--- src/fpg_regs.svh ---
// Register offsets, field positions, reset values and timing counts
// for the flash program/erase guard. Included by the guard and its sequencer.
`ifndef FPG_REGS_SVH
`define FPG_REGS_SVH

// ----------------------------------------------------------------------
// Register offsets (8-bit register port)
// ----------------------------------------------------------------------
`define FPG_ADDR_OPT0      8'h00
`define FPG_ADDR_OPT1      8'h01
`define FPG_ADDR_CTRL      8'h08
`define FPG_ADDR_PAGE      8'h09
`define FPG_ADDR_FREQ_HI   8'h0a
`define FPG_ADDR_FREQ_LO   8'h0b
`define FPG_ADDR_STAT      8'h0c

// ----------------------------------------------------------------------
// Fields and reset values
// ----------------------------------------------------------------------
`define FPG_OPT_ERASED     8'hff
`define FPG_OPT0_RP_BIT    7
`define FPG_OPT0_WP_BIT    3
`define FPG_STAT_OPEN_BIT  0
`define FPG_STAT_BUSY_BIT  1
`define FPG_STAT_ERR_BIT   2

// ----------------------------------------------------------------------
// Control codes; key values are arbitrary
// ----------------------------------------------------------------------
`define FPG_CMD_RESET      8'h00
`define FPG_CMD_PROG       8'h97
`define FPG_CMD_PAGE_ERASE 8'h96
`define FPG_CMD_MASS_ERASE 8'h95
`define FPG_KEY_SEQ        16'h738c

// ----------------------------------------------------------------------
// Timing: supported clock range in kHz, operation length in 1 ms ticks
// ----------------------------------------------------------------------
`define FPG_KHZ_MIN        16'h0014
`define FPG_KHZ_MAX        16'h4e20
`define FPG_OP_TICKS       2

`endif

--- src/fpg_pkg.sv ---
// Types shared by the flash program/erase guard and its unlock sequencer.
// Assumes fpg_regs.svh supplies the numeric constants.
package fpg_pkg;

  // Gray along idle -> step1 -> step2 -> keys -> open
  typedef enum logic [2:0] {
    FPG_IDLE  = 3'h0,
    FPG_STEP1 = 3'h1,
    FPG_STEP2 = 3'h3,
    FPG_KEYS  = 3'h2,
    FPG_OPEN  = 3'h6
  } fpg_seq_t;

  typedef enum logic [1:0] {
    FPG_OP_NONE  = 2'h0,
    FPG_OP_PROG  = 2'h1,
    FPG_OP_PAGE  = 2'h2,
    FPG_OP_MASS  = 2'h3
  } fpg_op_t;

  typedef struct packed {
    fpg_op_t    kind;
    logic       from_dbg;
    logic [7:0] page;
  } fpg_op_req_t;

endpackage

--- src/fpg_guard.sv ---
// Flash program/erase guard: frequency timing value, unlock checking,
// option-bit protection and command issue to the flash array.
// Assumes a plain register port on ref_clk; debug pins are asynchronous.
`timescale 1ns/1ps
`include "fpg_regs.svh"

// Overview of operation
// - Frequency high and low bytes form timing
// - Programmed read-protect blocks debug, bypass reads
// - Erased read-protect keeps reads, debug enabled
// - Reset locks; locked controller refuses user operations, debug mass erase still starts
// - Unlocked controller accepts program and erase
// - Out-of-order control or page write locks
// - Control write of zero restarts sequencing
// - Write guard zero blocks user operations
// - Write guard one permits program, page and mass erase
module fpg_guard #(
  parameter int unsigned        KEY_N    = 2,
  parameter logic [KEY_N*8-1:0] KEY_SEQ  = `FPG_KEY_SEQ,
  parameter int unsigned        OP_TICKS = `FPG_OP_TICKS
) (
  input  wire logic          ref_clk,          // 20 MHz system clock
  input  wire logic          rstn,             // Async reset, active low
  input  wire logic [7:0]    addr,             // Register address
  input  wire logic [7:0]    wdata,            // Register write data
  input  wire logic          wr,               // Write strobe
  input  wire logic          rd,               // Read strobe
  output logic      [7:0]    rdata,            // Read data, cycle after rd
  input  wire logic          dbg_read_pin,     // Debug port read request
  input  wire logic          bypass_pin,       // Controller bypass mode
  input  wire logic          dbg_mass_pin,     // Debug mass erase request
  output logic               user_read_grant,  // External flash read allowed
  output fpg_pkg::fpg_op_req_t op,             // Operation issued
  output logic               op_start,         // One-cycle start pulse
  output logic               busy,             // Operation in progress
  output logic               ms_tick,          // 1 ms enable while busy
  output logic      [15:0]   flash_clock_khz   // Joined timing value
);

  // ----------------------------------------------------------------------
  // Registers and synchronisers
  // ----------------------------------------------------------------------
  logic [7:0]  opt0;
  logic [7:0]  opt1;
  logic [7:0]  freq_hi;
  logic [7:0]  freq_lo;
  logic [7:0]  page;
  logic        err;
  logic [15:0] tick_cnt;
  logic [7:0]  op_cnt;
  logic [2:0]  s1;
  logic [2:0]  s2;
  logic        mass_d;
  fpg_pkg::fpg_seq_t seq_state;
  logic        unlocked;

  function automatic fpg_pkg::fpg_op_t cmd_kind(input logic [7:0] c);
    unique case (c)
      `FPG_CMD_PROG:       cmd_kind = fpg_pkg::FPG_OP_PROG;
      `FPG_CMD_PAGE_ERASE: cmd_kind = fpg_pkg::FPG_OP_PAGE;
      `FPG_CMD_MASS_ERASE: cmd_kind = fpg_pkg::FPG_OP_MASS;
      default:             cmd_kind = fpg_pkg::FPG_OP_NONE;
    endcase
  endfunction

  // ----------------------------------------------------------------------
  // Decode
  // ----------------------------------------------------------------------
  wire               wr_ctrl  = wr && addr == `FPG_ADDR_CTRL;
  wire               wr_page  = wr && addr == `FPG_ADDR_PAGE;
  wire               wr_stat  = wr && addr == `FPG_ADDR_STAT;
  wire fpg_pkg::fpg_op_t kind = cmd_kind(wdata);
  wire               is_cmd   = kind != fpg_pkg::FPG_OP_NONE;
  wire               rp_open  = opt0[`FPG_OPT0_RP_BIT];
  wire               wp_open  = opt0[`FPG_OPT0_WP_BIT];
  // Out-of-range clock gives wrong pulse widths, so no operation starts
  wire               freq_ok  = flash_clock_khz >= `FPG_KHZ_MIN &&
                                flash_clock_khz <= `FPG_KHZ_MAX;
  wire               dbg_mass = s2[2];
  wire               dbg_go   = dbg_mass && !mass_d && !busy && freq_ok;
  wire               user_go  = wr_ctrl && is_cmd && unlocked && wp_open &&
                                freq_ok && !busy && !dbg_go;
  wire               refused  = wr_ctrl && is_cmd && !user_go;
  wire               ext_read = s2[0] || s2[1];
  wire               tick_end = tick_cnt == flash_clock_khz - 16'h0001;
  wire               op_end   = ms_tick && op_cnt == 8'(OP_TICKS - 1);

  assign flash_clock_khz = {freq_hi, freq_lo};

  fpg_unlock_seq #(
    .KEY_N   (KEY_N),
    .KEY_SEQ (KEY_SEQ)
  ) u_seq (
    .ref_clk   (ref_clk),
    .rstn      (rstn),
    .ctrl_wr   (wr_ctrl),
    .page_wr   (wr_page),
    .wdata     (wdata),
    .cmd_legal (is_cmd),
    .state     (seq_state),
    .unlocked  (unlocked)
  );

  // ----------------------------------------------------------------------
  // Register writes
  // ----------------------------------------------------------------------
  always_ff @(posedge ref_clk or negedge rstn) begin
    if (!rstn) begin
      opt0    <= `FPG_OPT_ERASED;
      opt1    <= `FPG_OPT_ERASED;
      freq_hi <= 8'h00;
      freq_lo <= 8'h00;
      page    <= 8'h00;
    end else if (wr) begin
      if (addr == `FPG_ADDR_OPT0) opt0 <= wdata;
      if (addr == `FPG_ADDR_OPT1) opt1 <= wdata;
      if (addr == `FPG_ADDR_FREQ_HI) freq_hi <= wdata;
      if (addr == `FPG_ADDR_FREQ_LO) freq_lo <= wdata;
      if (wr_page) page <= wdata;
    end
  end

  // Refusal flag: a new refusal wins over a clear in the same cycle
  always_ff @(posedge ref_clk or negedge rstn) begin
    if (!rstn) begin
      err <= 1'b0;
    end else begin
      err <= refused || (err && !(wr_stat && wdata[`FPG_STAT_ERR_BIT]));
    end
  end

  // ----------------------------------------------------------------------
  // Operation issue and timing
  // ----------------------------------------------------------------------
  always_ff @(posedge ref_clk or negedge rstn) begin
    if (!rstn) begin
      op       <= '0;
      op_start <= 1'b0;
      busy     <= 1'b0;
    end else begin
      op_start <= dbg_go || user_go;
      if (dbg_go) begin
        op <= '{kind: fpg_pkg::FPG_OP_MASS, from_dbg: 1'b1, page: page};
      end else if (user_go) begin
        op <= '{kind: kind, from_dbg: 1'b0, page: page};
      end
      if (dbg_go || user_go) begin
        busy <= 1'b1;
      end else if (op_end) begin
        busy <= 1'b0;
      end
    end
  end

  // The millisecond enable counts flash_clock_khz system clocks
  always_ff @(posedge ref_clk or negedge rstn) begin
    if (!rstn) begin
      tick_cnt <= 16'h0000;
      ms_tick  <= 1'b0;
      op_cnt   <= 8'h00;
    end else begin
      ms_tick  <= busy && !ms_tick && tick_end;
      tick_cnt <= (!busy || tick_end) ? 16'h0000 : tick_cnt + 16'h0001;
      if (!busy) begin
        op_cnt <= 8'h00;
      end else if (ms_tick) begin
        op_cnt <= op_cnt + 8'h01;
      end
    end
  end

  // ----------------------------------------------------------------------
  // Pin synchronisers and read protection
  // ----------------------------------------------------------------------
  always_ff @(posedge ref_clk or negedge rstn) begin
    if (!rstn) begin
      s1              <= 3'h0;
      s2              <= 3'h0;
      mass_d          <= 1'b0;
      user_read_grant <= 1'b0;
    end else begin
      s1              <= {dbg_mass_pin, bypass_pin, dbg_read_pin};
      s2              <= s1;
      mass_d          <= dbg_mass;
      user_read_grant <= rp_open || !ext_read;
    end
  end

  // ----------------------------------------------------------------------
  // Read port: unmapped offsets read zero
  // ----------------------------------------------------------------------
  wire [7:0] stat_val = {4'h0, seq_state == fpg_pkg::FPG_IDLE, err, busy, unlocked};
  wire [7:0] rd_mux   = addr == `FPG_ADDR_OPT0    ? opt0    :
                        addr == `FPG_ADDR_OPT1    ? opt1    :
                        addr == `FPG_ADDR_PAGE    ? page    :
                        addr == `FPG_ADDR_FREQ_HI ? freq_hi :
                        addr == `FPG_ADDR_FREQ_LO ? freq_lo :
                        addr == `FPG_ADDR_STAT    ? stat_val : 8'h00;

  always_ff @(posedge ref_clk or negedge rstn) begin
    if (!rstn) begin
      rdata <= 8'h00;
    end else begin
      rdata <= rd ? rd_mux : 8'h00;
    end
  end
endmodule

--- src/fpg_unlock_seq.sv ---
// Unlock sequencer: watches control and page-select writes and opens
// the controller only after the complete ordered sequence.
// Assumes one-cycle write strobes on the same clock.
`timescale 1ns/1ps
`include "fpg_regs.svh"

module fpg_unlock_seq #(
  parameter int unsigned          KEY_N   = 2,
  parameter logic [KEY_N*8-1:0]   KEY_SEQ = `FPG_KEY_SEQ
) (
  input  wire logic             ref_clk,   // System clock
  input  wire logic             rstn,      // Async reset, active low
  input  wire logic             ctrl_wr,   // Control register write
  input  wire logic             page_wr,   // Page select write
  input  wire logic [7:0]       wdata,     // Write data
  input  wire logic             cmd_legal, // Write data is a known command
  output fpg_pkg::fpg_seq_t     state,     // Sequencer state
  output logic                  unlocked   // Controller open
);

  logic [3:0]        idx;
  logic [3:0]        next_idx;
  fpg_pkg::fpg_seq_t next_state;
  wire  [7:0]        key_now = KEY_SEQ[8*(KEY_N-1-int'(idx)) +: 8];
  wire               key_last = (idx == 4'(KEY_N-1));

  assign unlocked = (state == fpg_pkg::FPG_OPEN);

  always_comb begin
    next_state = state;
    next_idx   = idx;
    if (ctrl_wr && wdata == `FPG_CMD_RESET) begin
      next_state = fpg_pkg::FPG_STEP1;
      next_idx   = 4'h0;
    end else if (page_wr) begin
      next_state = (state == fpg_pkg::FPG_STEP1) ? fpg_pkg::FPG_STEP2
                                                  : fpg_pkg::FPG_IDLE;
    end else if (ctrl_wr) begin
      unique case (state)
        fpg_pkg::FPG_STEP2, fpg_pkg::FPG_KEYS: begin
          if (wdata == key_now) begin
            next_state = key_last ? fpg_pkg::FPG_OPEN : fpg_pkg::FPG_KEYS;
            next_idx   = idx + 4'h1;
          end else begin
            next_state = fpg_pkg::FPG_IDLE;
          end
        end
        fpg_pkg::FPG_OPEN: begin
          next_state = cmd_legal ? fpg_pkg::FPG_OPEN : fpg_pkg::FPG_IDLE;
        end
        default: begin
          next_state = fpg_pkg::FPG_IDLE;
        end
      endcase
    end
  end

  always_ff @(posedge ref_clk or negedge rstn) begin
    if (!rstn) begin
      state <= fpg_pkg::FPG_IDLE;
      idx   <= 4'h0;
    end else begin
      state <= next_state;
      idx   <= next_idx;
    end
  end
endmodule

--- config.mk ---
export PLATFORM = sky130hd
export DESIGN_NAME = fpg_guard
export DESIGN_NICKNAME = d
export VERILOG_FILES = /design/src/fpg_pkg.sv /design/src/fpg_guard.sv /design/src/fpg_unlock_seq.sv
export VERILOG_INCLUDE_DIRS = /design/src
export SDC_FILE = /design/constraint.sdc
export NUM_CORES = 1
export LEC_CHECK = 0
export BUFFER_PORTS_ARGS = -buffer_cell sky130_fd_sc_hd__buf_2
export CAP_MARGIN = 25
export CORE_ASPECT_RATIO = 0.75
export CORE_MARGIN = 8
export CORE_UTILIZATION = 53
export DETAILED_ROUTE_END_ITERATION = 6
export PLACE_DENSITY_LB_ADDON = 0.12
export SETUP_SLACK_MARGIN = 0.02
export SLEW_MARGIN = 20
export SYNTH_ARGS = -nofsm -noshare
export SYNTH_HDL_FRONTEND = slang
export SYNTH_SLANG_ARGS = --single-unit
--- constraint.sdc ---
create_clock -name ref_clk -period 7.16 [get_ports ref_clk]
set_clock_uncertainty 0.2 [all_clocks]
set_input_delay 1.432 -clock ref_clk [delete_from_list [all_inputs] [get_ports ref_clk]]
set_output_delay 1.432 -clock ref_clk [all_outputs]
set_load 0.005 [all_outputs]
-- After elaboration in Yosys (flattened, before gate mapping)
Index checks and enable logic that the tools add are counted.
- $add $sub $neg: 5
- magnitude comparators: 2
- eq/ne operators: 19
- shift-type cells: 1
- muxes and demuxes: 28
- reductions and logical operators: 49
- operators by type and width (kind ; number):
    8-bit two-way mux ; 8
    8-bit by 4-bit equality test with 1-bit output (second input constant) ; 5
    16-bit by 33-bit variable part select with 8-bit output (first input constant) ; 1
    8-bit equality test (second input constant) ; 3
    4-bit two-way mux ; 6
    11-bit two-way mux ; 2
    1-bit logical AND ; 20
    3-bit two-way mux ; 6
    16-bit by 1-bit adder with 16-bit output (second input constant) ; 1
    16-bit equality test ; 1
    8-bit by 1-bit equality test with 1-bit output (second input constant) ; 2
    16-bit by 5-bit >= comparator with 1-bit output (second input constant) ; 1
    16-bit by 15-bit <= comparator with 1-bit output (second input constant) ; 1
    8-bit logical NOT ; 2
    16-bit two-way mux ; 1
    16-bit by 1-bit subtractor with 16-bit output (second input constant) ; 1
    2-bit nonzero test ; 6
    2-bit AND reduction ; 5
    8-bit by 1-bit adder with 8-bit output (second input constant) ; 1
    8-bit equality test ; 1
    1-bit logical NOT ; 7
    3-bit by 2-bit equality test with 1-bit output (second input constant) ; 2
    2-bit case mux with 3 select lines ; 1
    3-bit case mux with 2 select lines ; 1
    other kinds (14) ; 19
- bits in registers: 102
- input bits: 23
- output and inout port bits: 39
- logic and storage cells: 125

-- Depth between registers and ports, before layout
Gate-level depths: netlist (run 1).
- depth in word-level cells: 12
- gate-level depth with buffers: 12
- mapped depth without buffers: 8

-- By module
Synthesis (run 1) repeated with hierarchy kept, for this count alone.
- cell total of the unflattened synthesis: 480
- area, all modules: 5342.6 um^2
- modules (own cells, without submodules) (module ; instances ; cells each ; area each (um^2) ; seq. area each (um^2)):
    fpg_guard ; 1 ; 419 ; 4790.8 ; 2397.3
    fpg_unlock_seq ; 1 ; 61 ; 551.8 ; 175.2

-- Worst setup path before layout (run 1)
OpenSTA, ideal clock, no wires.
- kind: input to register
- start: input addr[2]
- end: register op[2] (netlist name)
- library setup time: 125 ps
- data arrival time: 3299 ps
- required time: 6835 ps
- path slack: 3536 ps
- stages on the path: 9
- path buffers: 3
- cells stage by stage: clkbuf_1 nor2_1 and3_1 clkbuf_1 nand3_1 or2_2 a21o_1 buf_6 mux2_4
- word-level cells in the longest chain between the ends: 9
- ends and longest elaborated chain (what ; line ; RTL):
    start, declared ; fpg_guard.sv:24 ; input wire logic [7:0] addr,
    8-bit by 4-bit equality test with 1-bit output (no line) ; n/a ;
    1-bit logical AND (no line) ; n/a ;
    1-bit logical AND (4 in series) ; fpg_guard.sv:81 ; wire user_go = wr_ctrl && is_cmd && unlocked && wp_open &&
    1-bit logical AND (2 in series) ; fpg_guard.sv:82 ; freq_ok && !busy && !dbg_go;
    2-bit nonzero test (no line) ; n/a ;
    end signal, assigned ; fpg_guard.sv:143 ; op <= '{kind: fpg_pkg::FPG_OP_MASS, from_dbg: 1'b1, page: page};
    end signal, assigned ; fpg_guard.sv:145 ; op <= '{kind: kind, from_dbg: 1'b0, page: page};
    end, declared ; fpg_guard.sv:33 ; output fpg_pkg::fpg_op_req_t op,
No other way between the ends.
A chain may end at the register's enable or synchronous reset.

-- Final worst setup path (run 1)
- start: input wdata[5]
- end: register op[2] (netlist name)
- word-level cells in the longest chain between the ends: 10
- elaborated cells between the ends (all ways): 12
- those cells by class: 3 x eq/ne; 1 x mux; 8 x reduce/logical
- ends and longest elaborated chain (what ; line ; RTL):
    start, declared ; fpg_guard.sv:25 ; input wire logic [7:0] wdata,
    8-bit equality test ; fpg_guard.sv:58 ; unique case (c)
    2-bit case mux with 3 select lines (*) ; fpg_guard.sv:58 ;
    2-bit nonzero test (*) ; fpg_guard.sv:73 ; wire is_cmd = kind != fpg_pkg::FPG_OP_NONE;
    1-bit logical AND (*) (4 in series) ; fpg_guard.sv:81 ;
    1-bit logical AND (*) (2 in series) ; fpg_guard.sv:82 ;
    2-bit nonzero test (no line) (*) ; n/a ;
Mark *: on every way between the ends. The rest lies on a longest branch, timed or not.

==> results of run 1 <==
worst reg2reg max path, cell delays in order, from the launching register on:
cell and delay [ps]:
dfrtp_1 500, inv_1 150, ha_1 340, nor4b_2 790, mux2_2 420, a221oi_1 270, o22ai_1 140, and4b_1 430
and4_1 320
layout by cell type (no fill, tap or decap), types with 13 or more instances in the layout:
master    n
o21ai_0  24
xnor2_1  27
nor2_1   21
dfstp_2  16
nand3_1  19
dfrtp_1  86
and2_1   13
nor3_1   15
inv_1    14
nand2_1  46
buf_2    60
mux2_2   49
nand4_1  14
xor2_1   15
a21oi_1  24
final cells by class:
| cell class | count | area [um^2] |
|---|---|---|
| repair buffers | 64 | 350 |
| multi-input cells | 383 | 2730 |
| flip-flops and latches | 102 | 2570 |
| inverters | 14 | 52.6 |
| fillers | 892 | 4030 |
| clock inverters | 6 | 68.8 |
| clock buffers | 10 | 229 |
| well taps | 136 | 170 |
where the power goes:
group          leakage (nW)  internal (W)  switching [W]
Sequential             1.31      0.000593      0.0000197
Combinational          1.42     0.0000550      0.0000771
Clock                 0.143      0.000274       0.000218
routing by layer:
layer	up-vias	GRT usage	share of wire
li1	1994	-	-
met1	2171	0.297	0.47
met4	0	0.0392	0.011
met2	155	0.303	0.44
met5	-	0	0
met3	20	0.0550	0.078
sequential cells by signal (all words and copies together), names as in the netlist, 4 cells and up:
| signal | count |
|---|---|
| freq_hi | 8 |
| freq_lo | 8 |
| op | 11 |
| op_cnt | 8 |
| opt0 | 8 |
| opt1 | 8 |
| page | 8 |
| rdata | 8 |
| tick_cnt | 16 |
| u_seq.idx | 4 |
cell families after synthesis:
group | count (synthesis) | synth area share
XOR/XNOR | 42 | 0.0667
multiplexers | 57 | 0.120
buffers and inverters | 50 | 0.0383
AO/OA/AOI/OAI | 104 | 0.124
adder cells (fa/ha/maj) | 8 | 0.0181
flip-flops | 102 | 0.466
AND/OR/NAND/NOR | 172 | 0.167
path summary, 6_finish.rpt:
kind / startpoint / end / slack, ps / cells after the start
max in group asynchronous: rstn / opt1[0]$_DFFE_PN1P_ / 4840 / 3
min in group asynchronous: rstn / tick_cnt[13]$_DFF_PN0_ / 790 / 1
hold reg to reg: s1[2]$_DFF_PN0_ / s2[2]$_DFF_PN0_ / 150 / 0
hold / removal: s1[2]$_DFF_PN0_ / s2[2]$_DFF_PN0_ / 150 / 0
setup / recovery: wdata[5] / op[2]$_DFFE_PN0P_ / 3440 / 7
setup reg to reg: freq_lo[0]$_DFFE_PN0P_ / ms_tick$_DFF_PN0_ / 3490 / 8
per-stage QoR:
step / total power (W) / cell area [um^2] / util / setup WS (ps)
after floorplan: 0.000703 / 5520 / - / 3540
after global placement: 0.000750 / 5840 / 0.572 / 3230
after detailed placement: 0.000753 / 5840 / 0.572 / 3120
after CTS: 0.00125 / 6140 / 0.601 / 3480
after global routing: 0.00128 / 6180 / 0.605 / 3260
final: 0.00124 / 6180 / 0.605 / 3440
==> out/metrics.yaml, run 1 <==
outcome:
  status: "completed"
floorplanning:
  dieWidth_um: 134
  core_um2: 10200
  rows: 32
  design.die.area_um2: 14000
  ios: 62
  die_y_um: 104
  initial_core_util: 0.540
synthesis:
  ys_async_sr_fraction: 1.00
  synth_area_leader_cell: "dfrtp_1"
  synth.area.top_cells: "dfrtp_1 (39%), mux2_2 (10%), dfstp_2 (7.6%)"
  synth_edf_count: 0
  synth.net_count: 566
  synth-seq-cells: 102
  yosysUniqueCellTypes: 62
  syn_area_um2: 5520
  netlist_instances: 535
  synth_top_flop_cell: "dfrtp_1"
  ys_warn_count: 0
  yosysMostFrequentCell: "dfrtp_1"
  ys_seq_area_frac: 0.466
  post_synth.cell_area_avg_um2: 10.3
  yosysTopAreaCellShare: 0.390
  netlist_top_cells_count: "dfrtp_1 (86), mux2_2 (49), nand2_1 (46), clkbuf_1 (29), xnor2_1 (27)"
place:
  gp_congestion: 0.919
  dpl.hpwl_mm: 9.98
  dp.cells: 697
  port-buffer-count: 61
sta:
  fmax_ghz: 0.269
  hold-worst-slack_ps: 153
  finalHoldViolations: 0
  relSlewSlack: 0.404
  min_period_ps: 3720
  tightest_slew_ps: 891
  slew_violations: 0
  rsz0062_at_grt: "no"
  period_share: 0.519
  setup_tns_ps: 0
  final-setup-viol-count: 0
worst_setup_path:
  path_delay_family: "simple AND/OR/NAND/NOR gates"
  crit_buf_inv: 1
  crit_slowest_cell: "nor4_1"
  cp_max_fo: 12
  arrival_ps: 3740
  cp-end-kind: "flop"
  criticalPathCategory: "input pin to flop"
  path_cells: "buf_2, or2_2, nor4_1, nand3b_1, or2_2, a21o_1, mux2_4"
  cp.required_ps: 7180
  cp-start-kind: "input pin"
  crit_path_max_incr_delay_ps: 540
  crit_top_cell: "or2_2"
final_layout:
  drive_above_1_share: 0.276
  layout.nets: 605
  area_growth_pct: 12.0
  final-instance-count-excl-fill: 715
  antennaDiodeCount: 0
detailed_routing:
  vias: 4340
  vias_per_cell: 6.07
  routed_wl_mm: 14.1
  drc: 0
  wl_per_cell_um: 19.7
  drt_pass1_iterations: 5
  ant_nets: 0
  drt_iter0_drc: 322
clocking:
  cts_made_buffers: 9
  cts_tree: "done"
  clk_pin_slew_ps: 70
  cts-root-buf: "clkbuf_16"
  clk_latency_ps: 340
  cts_setup_buffers: 0
  cts_buffer_depth: 2
  cts_resized: 0
  htreeDepth: 3
  clock_sinks: 102
  ctsHoldBuffers: 0
min_path:
  min_path_type: "flop to flop"
global_route:
  grtUsageTotal: 0.206
  antenna_found_initial: 0
  grt_pass1_wl_mm: 23.1
  grt_pass1_vias: 4297
  grt.overflow.total: 0
  grt_max_degree: 78
power:
  powerDensity_nw_per_um2: 200
  peakVddDrop_uv: 165
  leakage_nw: 2.87
run:
  max_cap_violations: 0
Power figures use the tool's default switching activity.
==> run 2: changes to the inputs <==
ABC_AREA = 1   (was default)
clock period = 3.77 ns   (was 7.16 ns; I/O delays follow)
==> out/metrics.yaml, run 2 <==
sta:
  min_period_ps: 2550
  layout_setup_ws_ps: 1220
  tightest_slew_ps: 687
  rsz0062_at_grt: "no"
  period_share: 0.677
  relSlewSlack: 0.542
  setup_tns_ps: 0
  fmax_ghz: 0.392
  hold-worst-slack_ps: 149
  finalHoldViolations: 0
  final-setup-viol-count: 0
  slew_violations: 0
global_route:
  antenna_found_initial: 0
  grtUsageTotal: 0.217
  grt_pass1_vias: 4944
  grt_max_degree: 53
  grt_pass1_wl_mm: 24.8
  grt.overflow.total: 0
synthesis:
  ys_warn_count: 0
  synth-seq-cells: 102
  synth_top_family_by_area: "simple AND/OR/NAND/NOR gates"
  synth_top_flop_cell: "dfrtp_1"
  syn_area_um2: 5560
  synth_edf_count: 0
  netlist_instances: 733
  ys_async_sr_fraction: 1.00
  synth.area.top_cells: "dfrtp_1 (39%), nand2_1 (14%), dfstp_2 (7.6%)"
  yosysMostFrequentCell: "nand2_1"
  synthXorXnorAreaFrac: 0.0331
  yosys.area_share.simple: 0.317
  ys_seq_area_frac: 0.463
  netlist_top_cells_count: "nand2_1 (201), nor2_1 (95), dfrtp_1 (86), inv_1 (84), o21ai_0 (71)"
  synth-compound-area-share: 0.104
  synth_area_leader_cell: "dfrtp_1"
  yosys-mux-area-fraction: 0
  post_synth.cell_area_avg_um2: 7.59
  synth.net_count: 764
  synthAdderAreaFrac: 0.0180
  yosysUniqueCellTypes: 34
  yosysTopAreaCellShare: 0.387
floorplanning:
  design.die.area_um2: 14100
  ios: 62
  die_y_um: 105
  core_um2: 10200
  initial_core_util: 0.542
  dieWidth_um: 134
  rows: 32
worst_setup_path:
  path_cells: "inv_1, ha_1, nand4_1, nor2_1, o21bai_1, nand2_1, nand3_1, nand2_2, nand2_1, nand2_1"
  crit_slowest_cell: "dfrtp_1"
  crit_buf_inv: 1
  cp.required_ps: 3850
  crit_path_max_incr_delay_ps: 460
  arrival_ps: 2630
  cp-end-kind: "flop"
  path_delay_family: "simple AND/OR/NAND/NOR gates"
  criticalPathCategory: "flop to flop"
  cp-start-kind: "flop"
  cp_max_fo: 14
  crit_top_cell: "nand2_1"
power:
  leakage_nw: 3.24
  powerDensity_nw_per_um2: 379
  peakVddDrop_uv: 262
place:
  dpl.hpwl_mm: 10.9
  pre_cts_ws_ps: 1070
  port-buffer-count: 61
  gp_congestion: 0.954
detailed_routing:
  routed_wl_mm: 14.7
  vias_per_cell: 5.41
  drc: 0
  drt_iter0_drc: 413
  ant_nets: 0
  drt_pass1_iterations: 5
  vias: 5076
  wl_per_cell_um: 15.6
clocking:
  clk_latency_ps: 340
  cts_made_buffers: 9
  cts-root-buf: "clkbuf_16"
  htreeDepth: 3
  cts_setup_buffers: 0
  clock_sinks: 102
  cts_tree: "done"
  cts_buffer_depth: 2
  clk_pin_slew_ps: 70
  ctsHoldBuffers: 0
  cts_resized: 0
final_layout:
  final_common_cell: "nand2_1"
  largest_reg_flops: 16
  reg.largest.list: "tick_cnt (16), op (11)"
  layout.nets: 828
  top_register: "tick_cnt"
  area_growth_pct: 13.4
  antennaDiodeCount: 0
  most-common-layout-cells: "nand2_1 (201), nor2_1 (95), dfrtp_1 (86)"
  fill_cells: 963
  seq_area_um2: 2570
  multi_input_area_um2: 2620
  drive_above_1_share: 0.142
outcome:
  status: "completed"
min_path:
  min_path_type: "flop to flop"
run:
  max_cap_violations: 0
-- run 2: changes by cell type in the layout (fill, tap and decap cells not counted), moves of 19 or more --
cell / before / now
inv_1: 14 / 84
mux2_2: 49 / 0
nand2_1: 46 / 201
nand3_1: 19 / 48
nor2_1: 21 / 95
o21ai_0: 24 / 71
xnor2_1: 27 / 8
-- run 2: cell type report --
class,count,share of cell area
tap,136,0.0270
sequential,102,0.408
multi-input combinational,537,0.416
clock inverter,5,0.00595
timing repair buffer,63,0.0532
inverter,84,0.0500
clock buffer,11,0.0403
-- run 2: stage by stage --
stage                     instance area [um^2]  total power [W]   util  std cells
after floorplan                           5560          0.00138      -        733
after global placement                    6010          0.00148  0.587        922
after detailed placement                  6010          0.00149  0.587        922
after CTS                                 6310          0.00241  0.615        938
after global routing                      6310          0.00250  0.615        938
final                                     6310          0.00239  0.615        938
-- run 2: power by group --
group | switching, W | internal (W)
clock network | 0.000420 | 0.000493
logic | 0.000209 | 0.000107
registers | 0.0000348 | 0.00113
total | 0.000664 | 0.00173
-- run 2: worst paths after layout --
check / start / to / slack, ps / depth (start not counted)
worst max-delay path: freq_lo[0]$_DFFE_PN0P_ / op[7]$_DFFE_PN0P_ / 1220 / 10
worst min-delay path: s1[1]$_DFF_PN0_ / s2[1]$_DFF_PN0_ / 150 / 0
worst max register to register: freq_lo[0]$_DFFE_PN0P_ / op[7]$_DFFE_PN0P_ / 1220 / 10
worst min register to register: s1[1]$_DFF_PN0_ / s2[1]$_DFF_PN0_ / 150 / 0
max in group asynchronous: rstn / op_cnt[5]$_DFFE_PN0P_ / 2390 / 2
min in group asynchronous: rstn / u_seq.idx[1]$_DFFE_PN0P_ / 230 / 1
-- run 2: worst reg2reg max path, cell delays in order (launching register included) --
cell	delay, ps
dfrtp_1	460
inv_1	250
ha_1	210
nand4_1	90
nor2_1	120
o21bai_1	70
nand2_1	140
nand3_1	430
nand2_2	350
nand2_1	90
nand2_1	70
-- run 2: logic make-up (layout without fill, tap and decap cells) --
logic type,after synthesis,in the layout
flip-flops,102,102
buffers and inverters,94,163
AO/OA/AOI/OAI,107,107
adder cells (fa/ha/maj),8,8
AND/OR/NAND/NOR,401,401
XOR/XNOR,21,21
-- run 2: metal layers --
layer | share of wire | track usage | vias to the layer above
met1 | 0.47 | 0.304 | 2400
met5 | 0 | 0 | -
li1 | - | - | 2489
met2 | 0.44 | 0.321 | 172
met4 | 0.013 | 0.0592 | 0
met3 | 0.081 | 0.0603 | 15
==> run 3: changes to the inputs <==
clock period = 2.6 ns   (was 3.77 ns; I/O delays follow)
==> out/metrics.yaml, run 3 (synthesis gave the netlist of run 2 again) <==
outcome:
  status: "completed"
final_layout:
  most-common-layout-cells: "nand2_1 (201), nor2_1 (94), dfrtp_1 (86)"
  drive_above_1_share: 0.155
  reg.largest.list: "tick_cnt (16), op (11)"
  fill_cells: 916
  final_common_cell: "nand2_1"
  layout.nets: 840
  largest_reg_flops: 16
  final_area_um2: 6400
  seq_area_um2: 2570
  antennaDiodeCount: 0
  multi_input_area_um2: 2620
  area_growth_pct: 15.2
  top_register: "tick_cnt"
  finish.utilization: 0.625
sta:
  finalHoldViolations: 0
  final-setup-viol-count: 0
  min_period_ps: 2290
  hold-worst-slack_ps: 78.6
  setup_tns_ps: 0
  fmax_ghz: 0.436
  rsz0062_at_grt: "no"
  tightest_slew_ps: 548
  relSlewSlack: 0.633
  period_share: 0.883
  slew_violations: 0
clocking:
  cts-root-buf: "clkbuf_16"
  clock_sinks: 102
  clk_latency_ps: 340
  cts_tree: "done"
  cts_buffer_depth: 2
  clk_pin_slew_ps: 70
  cts_made_buffers: 9
  cts_setup_buffers: 0
  htreeDepth: 3
worst_setup_path:
  cp-end-kind: "flop"
  cp.required_ps: 2630
  cp_max_fo: 16
  arrival_ps: 2320
  cp-start-kind: "flop"
  criticalPathCategory: "flop to flop"
detailed_routing:
  drt_pass1_iterations: 5
  ant_nets: 0
  drt_iter0_drc: 452
  drc: 0
  wl_per_cell_um: 15.4
  routed_wl_mm: 14.6
  vias_per_cell: 5.40
  vias: 5133
run:
  max_cap_violations: 0
global_route:
  grt_max_degree: 40
  grt_pass1_wl_mm: 24.6
  grt.overflow.total: 0
  grtUsageTotal: 0.213
  antenna_found_initial: 0
  grt_pass1_vias: 4993
min_path:
  min_path_type: "input pin to flop"
floorplanning:
  core_um2: 10200
  rows: 32
  die_y_um: 105
  dieWidth_um: 134
  initial_core_util: 0.542
  design.die.area_um2: 14100
  ios: 62
place:
  place_area_um2: 6110
  dpl.hpwl_mm: 11.1
  port-buffer-count: 61
  gp_congestion: 0.943
power:
  p_total_w: 0.00344
  leakage_nw: 3.29
  peakVddDrop_uv: 325
  powerDensity_nw_per_um2: 538
-- run 3: power breakdown --
group,internal (W),switching [W]
logic,0.000163,0.000310
registers,0.00164,0.0000460
clock network,0.000679,0.000609
-- run 3: routing by layer --
metal / wire [um] / vias up / GRT usage
met5: 0 / - / 0
met4: 178 / 0 / 0.0592
met3: 994 / 18 / 0.0388
met1: 7030 / 2426 / 0.306
met2: 6390 / 177 / 0.323
li1: - / 2512 / -
-- run 3: repair_timing --
action                                  CTS  global route
endpoints found under the hold margin    37             0
endpoints found under the setup margin    0             1
resized for setup                         0             1
hold buffers                              1             0
-- run 3: path summary, 6_finish.rpt --
kind	startpoint	to	slack, ps	cells past startpoint
hold / removal	dbg_mass_pin	s1[2]$_DFF_PN0_	80	1
setup / recovery	freq_lo[0]$_DFFE_PN0P_	tick_cnt[2]$_DFF_PN0_	310	13
max in group asynchronous	rstn	op_cnt[5]$_DFFE_PN0P_	990	4
setup reg to reg	freq_lo[0]$_DFFE_PN0P_	tick_cnt[2]$_DFF_PN0_	310	13
min in group asynchronous	rstn	u_seq.idx[3]$_DFFE_PN0P_	490	2
hold reg to reg	s1[1]$_DFF_PN0_	s2[1]$_DFF_PN0_	150	0
-- run 3: final cells by class --
class | count | share of cell area
Tap cell | 136 | 0.0266
Multi-Input combinational cell | 537 | 0.410
Timing Repair Buffer | 75 | 0.0688
Sequential cell | 102 | 0.402
Clock inverter | 6 | 0.00684
Clock buffer | 10 | 0.0373
Inverter | 84 | 0.0492
-- run 3: critical path, cell delays in order, from the launching register on --
cell and delay, ps:
dfrtp_1 370, inv_1 210, ha_1 250, nand2_2 130, nor2_4 200, nand3_1 90
nand2_1 100, inv_1 40, nor2_1 90, nand2_1 50, nor2_1 100, nand2_1 100
nand2_4 180, nor2_1 70
-- run 3: metrics by stage --
step,std cells,setup slack [ps]
2_1_floorplan,733,454
3_3_place_gp,933,231
3_5_place_dp,933,212
4_1_cts,950,295
5_1_grt,950,57.8
6_report,950,305
